===== src/verilog/pmcb_defines.svh =====
/*
  constants for the power manager configuration bank: offsets, fields,
  reset values and timing counts. assumes a 20 MHz mclk.
*/
`ifndef PMCB_DEFINES_SVH
`define PMCB_DEFINES_SVH

// printed offsets are not multiples of four: index, byte address = 4*index
`define PMCB_IDX_AUTOSTART 12'h10c
`define PMCB_IDX_MERGE 12'h10d
`define PMCB_IDX_SHUTDOWN 12'h10e
`define PMCB_IDX_IFRESET 12'h10f
`define PMCB_IDX_RESETDUR 12'h120
`define PMCB_IDX_STATUS 12'h121

`define PMCB_RST_BYTE 8'h00
`define PMCB_RST_RESETDUR 8'h00

// regulator_autostart_config fields
`define PMCB_BIT_REG3_FORCE 2
`define PMCB_BIT_REG2_FORCE 1
`define PMCB_BIT_REG1_FORCE 0
// mem_io_merge_mode_config fields
`define PMCB_BIT_MEM_IO_MERGE 7
`define PMCB_BIT_CORE_A_FULL 6
`define PMCB_BIT_CORE_B_FULL 5
`define PMCB_BIT_PROC_FULL 4
`define PMCB_BIT_CORE_DUAL 3
`define PMCB_BIT_SENSE_ROUTE 2
`define PMCB_BIT_VIBE_SEL 1
`define PMCB_BIT_PWM_CLK 0
// shutdown_key_config fields
`define PMCB_BIT_CL_SHUTDOWN 7
`define PMCB_BIT_FAULT_STYLE 6
`define PMCB_BIT_HOST_STYLE 5
`define PMCB_BIT_KEY_STYLE 4
`define PMCB_BIT_DUAL_INPUT 3
`define PMCB_BIT_LONG_PRESS 2
`define PMCB_MSB_KEY_MODE 1
`define PMCB_LSB_KEY_MODE 0
// interface_reset_config fields
`define PMCB_BIT_IF_RESET 7
`define PMCB_BIT_SCL_TIMEOUT 6
// reset_duration_config field
`define PMCB_MSB_RESET_DUR 1
`define PMCB_LSB_RESET_DUR 0

// timing
`define PMCB_CLK_HZ 20000000
`define PMCB_CL_LIMIT_MS 200
`define PMCB_SCL_TIMEOUT_MS 19
`define PMCB_RESET_DUR0_MS 20
`define PMCB_RESET_DUR1_MS 100
`define PMCB_RESET_DUR2_MS 500
`define PMCB_RESET_DUR3_MS 1000
`define PMCB_CYCLES_PER_MS (`PMCB_CLK_HZ / 1000)
`define PMCB_CL_LIMIT_CYC (`PMCB_CL_LIMIT_MS * `PMCB_CYCLES_PER_MS)
`define PMCB_SCL_TIMEOUT_CYC (`PMCB_SCL_TIMEOUT_MS * `PMCB_CYCLES_PER_MS)
`define PMCB_RESET_DUR0_CYC (`PMCB_RESET_DUR0_MS * `PMCB_CYCLES_PER_MS)
`define PMCB_RESET_DUR1_CYC (`PMCB_RESET_DUR1_MS * `PMCB_CYCLES_PER_MS)
`define PMCB_RESET_DUR2_CYC (`PMCB_RESET_DUR2_MS * `PMCB_CYCLES_PER_MS)
`define PMCB_RESET_DUR3_CYC (`PMCB_RESET_DUR3_MS * `PMCB_CYCLES_PER_MS)

`endif


===== src/verilog/pmcb_pkg.sv =====
/*
  types for the power manager configuration bank.
  assumes pmcb_defines.svh holds the numbers.
*/
package pmcb_pkg;
  typedef enum logic [1:0] {
    key_port_mode,
    key_lock_sw_off,
    key_lock_auto_off,
    key_power_key
  } pmcb_key_mode_type;

  typedef enum logic [1:0] {
    st_on,
    st_por,
    st_reset_wait
  } pmcb_power_state_type;
endpackage


===== src/verilog/pmcb_config_bank.sv =====
/*
  power manager configuration bank with apb slave and the small amount of
  control logic the bank steers (shutdown decode, limit timers, timeouts).
  assumes a 20 MHz mclk, synchronous reset, and pins async to mclk.
*/
// Local design decision: the APB register port.
// Operation
// regulator powerup force bits 2..0
// memory/io merge masks io buck control
// full current bits for three bucks
// core dual phase masks core b control
// sense route selects feedback or switch sense
// host avoids feedback pattern x1x with route
// regulator eight mode selects vibration driver
// pwm clock bit selects 2 or 1 MHz
// limit shutdown after 200 ms continuous limit
// fault shutdown fast or normal
// host shutdown fast or normal
// key shutdown normal or instant por
// after por wait reset duration first
// dual gpi shutdown only when enabled
// long press shutdown only when enabled
// two bit power key mode field
// shutdown pin resets control interfaces
// serial clock stall over 19 ms resets
// reset duration 20/100/500/1000 ms
// fields hold last written value
`timescale 1ns/1ps
`include "pmcb_defines.svh"

module pmcb_config_bank #(
  parameter int CL_LIMIT_CYC = `PMCB_CL_LIMIT_CYC,
  parameter int SCL_TIMEOUT_CYC = `PMCB_SCL_TIMEOUT_CYC,
  parameter int RESET_DUR0_CYC = `PMCB_RESET_DUR0_CYC,
  parameter int RESET_DUR1_CYC = `PMCB_RESET_DUR1_CYC,
  parameter int RESET_DUR2_CYC = `PMCB_RESET_DUR2_CYC,
  parameter int RESET_DUR3_CYC = `PMCB_RESET_DUR3_CYC,
  parameter int NUM_LIMIT = 5
) (
  // clock and reset
  input wire logic mclk,
  input wire logic reset,
  // apb slave
  input wire logic psel,
  input wire logic penable,
  input wire logic pwrite,
  input wire logic [31:0] paddr,
  input wire logic [31:0] pwdata,
  input wire logic [3:0] pstrb,
  output logic [31:0] prdata,
  output logic pready,
  output logic pslverr,
  // asynchronous pins and events
  input wire logic shutdown_request_pin_n,
  input wire logic power_key_long_press,
  input wire logic gpi14_in,
  input wire logic gpi15_in,
  input wire logic serial_clock_in,
  input wire logic [NUM_LIMIT-1:0] current_limit_active,
  input wire logic fault_shutdown_req,
  input wire logic host_shutdown_bit,
  // configuration outputs
  output logic reg3_powerup_force,
  output logic reg2_powerup_force,
  output logic reg1_powerup_force,
  output logic core_a_full_current,
  output logic core_b_full_current,
  output logic proc_buck_full_current,
  output logic io_buck_ctrl_enable,
  output logic core_b_ctrl_enable,
  output logic sense_on_feedback_port_two,
  output logic sense_on_core_switch,
  output logic vibe_driver_select,
  output logic pwm_clk_1mhz,
  output logic [1:0] power_key_mode,
  // shutdown and reset actions
  output logic [NUM_LIMIT-1:0] limit_regulator_off,
  output logic shutdown_start,
  output logic shutdown_fast,
  output logic power_on_reset,
  output logic powerup_allowed,
  output logic ctrl_if_reset,
  output logic serial_if_reset
);

  logic [7:0] autostart_reg;
  logic [7:0] merge_reg;
  logic [7:0] shutdown_reg;
  logic [7:0] ifreset_reg;
  logic [7:0] resetdur_reg;
  logic [11:0] index;
  logic wr_en;
  logic rd_en;
  logic addr_ok;
  logic [7:0] rdata_next;

  // apb: zero wait states, unmapped or misaligned answers pslverr
  assign index = paddr[13:2];
  assign addr_ok = (paddr[1:0] == 2'b00) && (paddr[31:14] == 18'h0_0000) &&
    (index == `PMCB_IDX_AUTOSTART || index == `PMCB_IDX_MERGE ||
     index == `PMCB_IDX_SHUTDOWN || index == `PMCB_IDX_IFRESET ||
     index == `PMCB_IDX_RESETDUR || index == `PMCB_IDX_STATUS);
  assign pready = 1'b1;
  assign pslverr = psel && penable && !addr_ok;
  assign wr_en = psel && penable && pwrite && addr_ok && pstrb[0];
  assign rd_en = psel && !penable && !pwrite;


  always_ff @(posedge mclk) begin
    if (reset) begin
      autostart_reg <= `PMCB_RST_BYTE;
      merge_reg <= `PMCB_RST_BYTE;
      shutdown_reg <= `PMCB_RST_BYTE;
      ifreset_reg <= `PMCB_RST_BYTE;
      resetdur_reg <= `PMCB_RST_RESETDUR;
    end else if (wr_en) begin
      case (index)
        `PMCB_IDX_AUTOSTART: autostart_reg <= pwdata[7:0];
        `PMCB_IDX_MERGE: merge_reg <= pwdata[7:0];
        `PMCB_IDX_SHUTDOWN: shutdown_reg <= pwdata[7:0];
        `PMCB_IDX_IFRESET: ifreset_reg <= {pwdata[7:6], 6'h00};
        `PMCB_IDX_RESETDUR: resetdur_reg <= {6'h00, pwdata[1:0]};
        default: begin
        end
      endcase
    end
  end

  // pin synchronisers, two flops each
  logic [4:0] sync1_reg;
  logic [4:0] sync2_reg;
  logic [NUM_LIMIT-1:0] lim1_reg;
  logic [NUM_LIMIT-1:0] lim2_reg;
  // reset to each pin's idle level so no edge detector fires after reset
  always_ff @(posedge mclk) begin
    if (reset) begin
      sync1_reg <= 5'h10;
      sync2_reg <= 5'h10;
    end else begin
      sync1_reg <= {shutdown_request_pin_n, power_key_long_press,
                    gpi14_in, gpi15_in, serial_clock_in};
      sync2_reg <= sync1_reg;
    end
  end

  always_ff @(posedge mclk) begin
    if (reset) begin
      lim1_reg <= '0;
      lim2_reg <= '0;
    end else begin
      lim1_reg <= current_limit_active;
      lim2_reg <= lim1_reg;
    end
  end
  logic shdn_pin_act;
  logic long_press_s;
  logic gpi_both_s;
  logic scl_s;
  assign shdn_pin_act = !sync2_reg[4];
  assign long_press_s = sync2_reg[3];
  assign gpi_both_s = sync2_reg[2] && sync2_reg[1];
  assign scl_s = sync2_reg[0];

  // plain configuration outputs
  assign reg3_powerup_force = autostart_reg[`PMCB_BIT_REG3_FORCE];
  assign reg2_powerup_force = autostart_reg[`PMCB_BIT_REG2_FORCE];
  assign reg1_powerup_force = autostart_reg[`PMCB_BIT_REG1_FORCE];
  assign core_a_full_current = merge_reg[`PMCB_BIT_CORE_A_FULL];
  assign core_b_full_current = merge_reg[`PMCB_BIT_CORE_B_FULL];
  assign proc_buck_full_current = merge_reg[`PMCB_BIT_PROC_FULL];
  assign io_buck_ctrl_enable = !merge_reg[`PMCB_BIT_MEM_IO_MERGE];
  assign core_b_ctrl_enable = !merge_reg[`PMCB_BIT_CORE_DUAL];
  // route only matters when the core bucks are merged; see
  assign sense_on_feedback_port_two = merge_reg[`PMCB_BIT_CORE_DUAL] &&
    !merge_reg[`PMCB_BIT_SENSE_ROUTE];
  assign sense_on_core_switch = merge_reg[`PMCB_BIT_CORE_DUAL] &&
    merge_reg[`PMCB_BIT_SENSE_ROUTE];
  assign vibe_driver_select = merge_reg[`PMCB_BIT_VIBE_SEL];
  assign pwm_clk_1mhz = merge_reg[`PMCB_BIT_PWM_CLK];
  assign power_key_mode =
    shutdown_reg[`PMCB_MSB_KEY_MODE:`PMCB_LSB_KEY_MODE];

  // current limit timers, one per limited regulator
  genvar g;
  generate
    for (g = 0; g < NUM_LIMIT; g = g + 1) begin : g_limit
      logic [31:0] cnt_reg;
      logic off_reg;
      always_ff @(posedge mclk) begin
        if (reset) begin
          cnt_reg <= 32'h0000_0000;
          off_reg <= 1'b0;
        end else if (!shutdown_reg[`PMCB_BIT_CL_SHUTDOWN]) begin
          cnt_reg <= 32'h0000_0000;
          off_reg <= 1'b0;
        end else if (!lim2_reg[g]) begin
          cnt_reg <= 32'h0000_0000;
        end else if (cnt_reg < CL_LIMIT_CYC) begin
          cnt_reg <= cnt_reg + 32'h0000_0001;
        end else begin
          off_reg <= 1'b1;
        end
      end
      assign limit_regulator_off[g] = off_reg;
    end
  endgenerate

  // shutdown decode
  logic key_trigger;
  logic host_trigger;
  logic shdn_pin_d_reg;
  logic host_bit_d_reg;
  logic key_d_reg;
  // see
  assign key_trigger =
    (shutdown_reg[`PMCB_BIT_DUAL_INPUT] && gpi_both_s) ||
    (shutdown_reg[`PMCB_BIT_LONG_PRESS] && long_press_s);
  assign host_trigger = shdn_pin_act || host_shutdown_bit;

  // host bit and fault request share mclk, so they need no synchroniser
  always_ff @(posedge mclk) begin
    if (reset) begin
      shdn_pin_d_reg <= 1'b0;
    end else begin
      shdn_pin_d_reg <= host_trigger;
    end
  end

  always_ff @(posedge mclk) begin
    if (reset) begin
      host_bit_d_reg <= 1'b0;
    end else begin
      host_bit_d_reg <= fault_shutdown_req;
    end
  end

  always_ff @(posedge mclk) begin
    if (reset) begin
      key_d_reg <= 1'b0;
    end else begin
      key_d_reg <= key_trigger;
    end
  end

  logic host_rise;
  logic fault_rise;
  logic key_rise;
  assign host_rise = host_trigger && !shdn_pin_d_reg;
  assign fault_rise = fault_shutdown_req && !host_bit_d_reg;
  assign key_rise = key_trigger && !key_d_reg;

  pmcb_pkg::pmcb_power_state_type state_reg;
  logic [31:0] wait_reg;
  logic [31:0] dur_cyc;
  always_comb begin
    unique case (resetdur_reg[`PMCB_MSB_RESET_DUR:`PMCB_LSB_RESET_DUR])
      2'b00: dur_cyc = RESET_DUR0_CYC;
      2'b01: dur_cyc = RESET_DUR1_CYC;
      2'b10: dur_cyc = RESET_DUR2_CYC;
      2'b11: dur_cyc = RESET_DUR3_CYC;
    endcase
  end

  logic por_entry;
  assign por_entry = key_rise && shutdown_reg[`PMCB_BIT_KEY_STYLE];

  // sequence start pulse, registered; nothing starts during por or wait
  always_ff @(posedge mclk) begin
    if (reset) begin
      shutdown_start <= 1'b0;
    end else begin
      shutdown_start <= (state_reg == pmcb_pkg::st_on) &&
        (fault_rise || host_rise || (key_rise && !por_entry));
    end
  end

  // style of the latest trigger; fault outranks host, host outranks key
  always_ff @(posedge mclk) begin
    if (reset) begin
      shutdown_fast <= 1'b0;
    end else if (fault_rise) begin
      shutdown_fast <= shutdown_reg[`PMCB_BIT_FAULT_STYLE];
    end else if (host_rise) begin
      shutdown_fast <= shutdown_reg[`PMCB_BIT_HOST_STYLE];
    end else if (key_rise) begin
      shutdown_fast <= 1'b0;
    end
  end

  // por holds one cycle then the reset duration must expire
  always_ff @(posedge mclk) begin
    if (reset) begin
      state_reg <= pmcb_pkg::st_on;
      wait_reg <= 32'h0000_0000;
    end else begin
      unique case (state_reg)
        pmcb_pkg::st_on: begin
          if (por_entry) begin
            state_reg <= pmcb_pkg::st_por;
          end
        end
        pmcb_pkg::st_por: begin
          state_reg <= pmcb_pkg::st_reset_wait;
          wait_reg <= 32'h0000_0000;
        end
        pmcb_pkg::st_reset_wait: begin
          if (wait_reg >= dur_cyc - 32'h0000_0001) begin
            state_reg <= pmcb_pkg::st_on;
          end else begin
            wait_reg <= wait_reg + 32'h0000_0001;
          end
        end
      endcase
    end
  end
  assign power_on_reset = (state_reg == pmcb_pkg::st_por);
  assign powerup_allowed = (state_reg == pmcb_pkg::st_on);

  // interface resets
  assign ctrl_if_reset = ifreset_reg[`PMCB_BIT_IF_RESET] &&
    shdn_pin_act;

  logic scl_d_reg;
  logic [31:0] stall_reg;
  logic scl_rst_reg;
  // idle level of the serial clock, matching the synchroniser reset
  always_ff @(posedge mclk) begin
    if (reset) begin
      scl_d_reg <= 1'b0;
    end else begin
      scl_d_reg <= scl_s;
    end
  end

  // a clock stuck at either level counts as a stall
  always_ff @(posedge mclk) begin
    if (reset) begin
      stall_reg <= 32'h0000_0000;
      scl_rst_reg <= 1'b0;
    end else begin
      scl_rst_reg <= 1'b0;
      if (!ifreset_reg[`PMCB_BIT_SCL_TIMEOUT] || scl_s != scl_d_reg) begin
        stall_reg <= 32'h0000_0000;
      end else if (stall_reg < SCL_TIMEOUT_CYC) begin
        stall_reg <= stall_reg + 32'h0000_0001;
      end else begin
        // one pulse, then restart timing; see
        scl_rst_reg <= 1'b1;
        stall_reg <= 32'h0000_0000;
      end
    end
  end
  assign serial_if_reset = scl_rst_reg;

  // read mux, registered during setup so prdata is a flop
  always_comb begin
    unique case (index)
      `PMCB_IDX_AUTOSTART: rdata_next = autostart_reg;
      `PMCB_IDX_MERGE: rdata_next = merge_reg;
      `PMCB_IDX_SHUTDOWN: rdata_next = shutdown_reg;
      `PMCB_IDX_IFRESET: rdata_next = ifreset_reg;
      `PMCB_IDX_RESETDUR: rdata_next = resetdur_reg;
      `PMCB_IDX_STATUS:
        rdata_next = {5'h00, powerup_allowed, shdn_pin_act, scl_rst_reg};
      default: rdata_next = 8'h00;
    endcase
  end
  always_ff @(posedge mclk) begin
    if (reset) begin
      prdata <= 32'h0000_0000;
    end else if (rd_en) begin
      prdata <= {24'h00_0000, rdata_next};
    end
  end

endmodule


===== config.mk =====
export PLATFORM = sky130hd
export DESIGN_NAME = pmcb_config_bank
export DESIGN_NICKNAME = d
export VERILOG_FILES = /design/src/verilog/pmcb_pkg.sv /design/src/verilog/pmcb_config_bank.sv
export VERILOG_INCLUDE_DIRS = /design/src /design/src/verilog
export SDC_FILE = /design/constraint.sdc
export NUM_CORES = 1
export LEC_CHECK = 0
export BUFFER_PORTS_ARGS = -buffer_cell sky130_fd_sc_hd__buf_2
export CORE_UTILIZATION = 50
export DETAILED_ROUTE_END_ITERATION = 10
export GPL_TIMING_DRIVEN = 0
export PLACE_DENSITY = 0.7
export SYNTH_ARGS = -nofsm -noshare
export SYNTH_HDL_FRONTEND = slang
export SYNTH_SLANG_ARGS = --single-unit

===== constraint.sdc =====
create_clock -name mclk -period 3.65 [get_ports mclk]
set_input_delay 0 -clock mclk [delete_from_list [all_inputs] [get_ports mclk]]
set_output_delay 0 -clock mclk [all_outputs]
set_load 0.1 [all_outputs]

==> run_results.csv <==
group,metric,value,unit
finish,fillers,2213,
critical_path,critical_path_arrival,3720,ps
clock_network,cts_setup_buffers,0,
run,cap_viol_max_count,0,
critical_path,path_max_fanout,10,
finish,syn2layout_area_growth,18.7,%
synth,synth_area_leaders,"dfxtp_1, nor2_1, and3_1",
timing,drv_slew,0,
placed_design,dp_hpwl,19200,um
critical_path,cp.required,4140,ps
synth,synth_area_per_cell,8.94,um^2
global_routing,grt-ovfl-total,0,
min_path,min_to,"prdata[1]$_SDFFE_PP0P_",
synth,ys.flop_type,"dfxtp_1",
min_path,hp-start,"paddr[8]",
timing,worstMarginPinSlew,1200,ps
global_routing,grt_pass1_vias,10030,
clock_network,cts.clk_slew.worst_paths,70,ps
clock_network,tritoncts,"done",
finish,final_nets,1738,
synth,async_reset_ff_share,0,%
global_routing,grt_max_degree,15,
synth,ys_ff_latch,294,
synth,synth_common_cells,"dfxtp_1, nor2_1, nand2_1",
synth,yosysWarnings,0,
detailed_routing,drtIter0Drc,538,
global_routing,track_usage,21.3,%
timing,fin_skew,10.2,ps
critical_path,reg2reg_depth,10,
timing,hold_viol,0,
detailed_routing,vias,10490,
detailed_routing,drtAntennaViolNets,0,
clock_network,post_cts_resized,0,
finish,largest_register_ff_count,160,
clock_network,cts.htree.levels,1,
placed_design,gp_congestion,0.915,
detailed_routing,wl,28000,um
clock_network,worstSkewPairLatency,550,ps
clock_network,cts_buffers,30,
power,peakVddDrop,0.000388,V
detailed_routing,wire_per_inst,14.2,um
timing,finalSetupTns,0,ps
timing,finalSetupViolations,0,
floorplanning,start_util,50.9,%
clock_network,ctsRootBufferMaster,"clkbuf_16",
global_routing,antenna_found_initial,0,
timing,timing.final.crit_share,88.4,%
critical_path,r2r_slack,420,ps
synth,synth_most_common_cell,"dfxtp_1",
critical_path,worstSetupEndpointType,"register",
clock_network,clock-sinks,294,
floorplanning,core_area,25200,um^2
critical_path,r2r-end,"wait_reg[21]$_SDFFE_PP0P_",
synth,yosysSeqAreaShare,45.9,%
min_path,hold_class,"in -> reg",
power,power_leakage,6.19,nW
global_routing,grt_pass1_wl,47000,um
critical_path,start_kind,"register",
floorplanning,die-width,162,um
finish,drive_above_1_share,12.2,%
power,p_per_area,479,nW/um^2
placed_design,portBuffers,89,
synth,synth_edf_count,0,
floorplanning,num_rows,58,
finish,instances_no_fill,1968,
min_path,hold_depth,5,
timing,finalCriticalPeriod,3230,ps
synth,yosysTopAreaCell,"dfxtp_1",
finish,diodes,0,
detailed_routing,post_drt_via_cell_ratio,5.33,
placed_design,dp_cells,1891,
detailed_routing,firstDrtPassIters,8,
synth,yosysUniqueCellTypes,67,
timing,rsz0062_at_grt,"false",
synth,synthesis.area,12800,um^2
floorplanning,ios,144,
synth,synthCells,1433,
critical_path,worstSetupPathType,"reg -> reg",
timing,slew_headroom,19.3,%
critical_path,r2r_start,"resetdur_reg[0]$_SDFFE_PP0P_",
clock_network,hold_buffers,24,
detailed_routing,remaining_drc_errors,0,
floorplanning,die-area,26300,um^2
floorplanning,die_height,162,um
timing,fmax,0.310,GHz
clock_network,cts_buffer_depth,3,
outcome,status,"complete, no violations",
synth,synth_top_area_share,45.9,%
==> power breakdown <==
part / total (mW) / internal (mW) / switching (mW)
registers: 3.26 / 3.24 / 0.0154
logic: 0.535 / 0.135 / 0.401
clock network: 3.50 / 2.24 / 1.25
==> worst max-delay path, cell delays in order, from the launching register on <==
cell	delay, ps
dfxtp_1	470
ha_1	220
inv_1	140
ha_1	320
nand3_1	110
nand4b_1	240
or4b_1	580
o211ai_1	250
buf_2	340
nand2_1	200
o2bb2a_1	310
==> per-layer routing <==
metal  GRT usage (%)  routed length (um)
met5               0                   0
met4            6.39                 630
met3            2.96                1040
met2            36.8               13100
met1            27.6               13200
==> cell usage in the layout (no fill, tap or decap), types with 10 or more instances in the layout <==
cell type      instances
mux2i_1               34
or3_1                 20
o21ai_0               34
ha_1                  36
clkbuf_16             31
buf_4                 33
and4_1                16
buf_2                 93
nand2_1               92
nor2b_1               26
inv_1                 32
and3_1                84
or4_1                 15
nor2_1               186
xnor2_1               42
nand4_1               44
nor4_1                34
xor2_1                57
dfxtp_1              294
conb_1                41
a21oi_1               53
dlygate4sd3_1         24
o211ai_1              10
clkbuf_1              54
nand3_1               83
nor3_1                26
a31oi_1               13
==> worst max path at each step <==
stage,startpoint,to,slack [ps]
finish,resetdur_reg[0]$_SDFFE_PP0P_,wait_reg[21]$_SDFFE_PP0P_,420
global route,resetdur_reg[0]$_SDFFE_PP0P_,wait_reg[25]$_SDFFE_PP0P_,110
CTS,resetdur_reg[0]$_SDFFE_PP0P_,wait_reg[25]$_SDFFE_PP0P_,450
detailed placement,resetdur_reg[0]$_SDFFE_PP0P_,wait_reg[25]$_SDFFE_PP0P_,450
global placement,resetdur_reg[0]$_SDFFE_PP0P_,wait_reg[25]$_SDFFE_PP0P_,450
floorplan,resetdur_reg[0]$_SDFFE_PP0P_,wait_reg[25]$_SDFFE_PP0P_,860
==> cells by family (layout without fill, tap and decap cells) <==
group | count (synthesis) | count (layout) | synth area share (%)
fa+ha+maj | 36 | 36 | 3.52
other cells | 2 | 41 | 0.0586
xor+xnor | 99 | 99 | 6.77
mux | 38 | 38 | 3.01
flops | 294 | 294 | 45.9
simple gates | 668 | 668 | 27.4
compound gates | 172 | 172 | 8.65
buf+inv | 124 | 290 | 4.70
==> cell type report <==
type	count	area [um^2]	area share (%)
buffer	91	478	3.14
clock buffer	40	880	5.78
clock inverter	13	274	1.80
inverter	33	124	0.814
multi-input combinational	1054	6470	42.5
sequential	294	5890	38.7
tap	330	413	2.71
timing repair buffer	113	686	4.51
==> per-stage QoR <==
| stage | area [um^2] | setup WS (ps) | hold slack (ps) | utilization, % | power, mW |
|---|---|---|---|---|---|
| final | 15200 | 424 | 52.1 | 60.4 | 7.29 |
| after global placement | 13800 | 445 | 192 | 54.9 | 3.83 |
| after global routing | 15200 | 110 | 61.5 | 60.4 | 7.52 |
| after floorplan | 13000 | 865 | 104 | - | 3.73 |
| after detailed placement | 13800 | 445 | 188 | 54.9 | 3.84 |
| after CTS | 15200 | 452 | 30.3 | 60.4 | 7.36 |
Power figures use the tool's default switching activity.
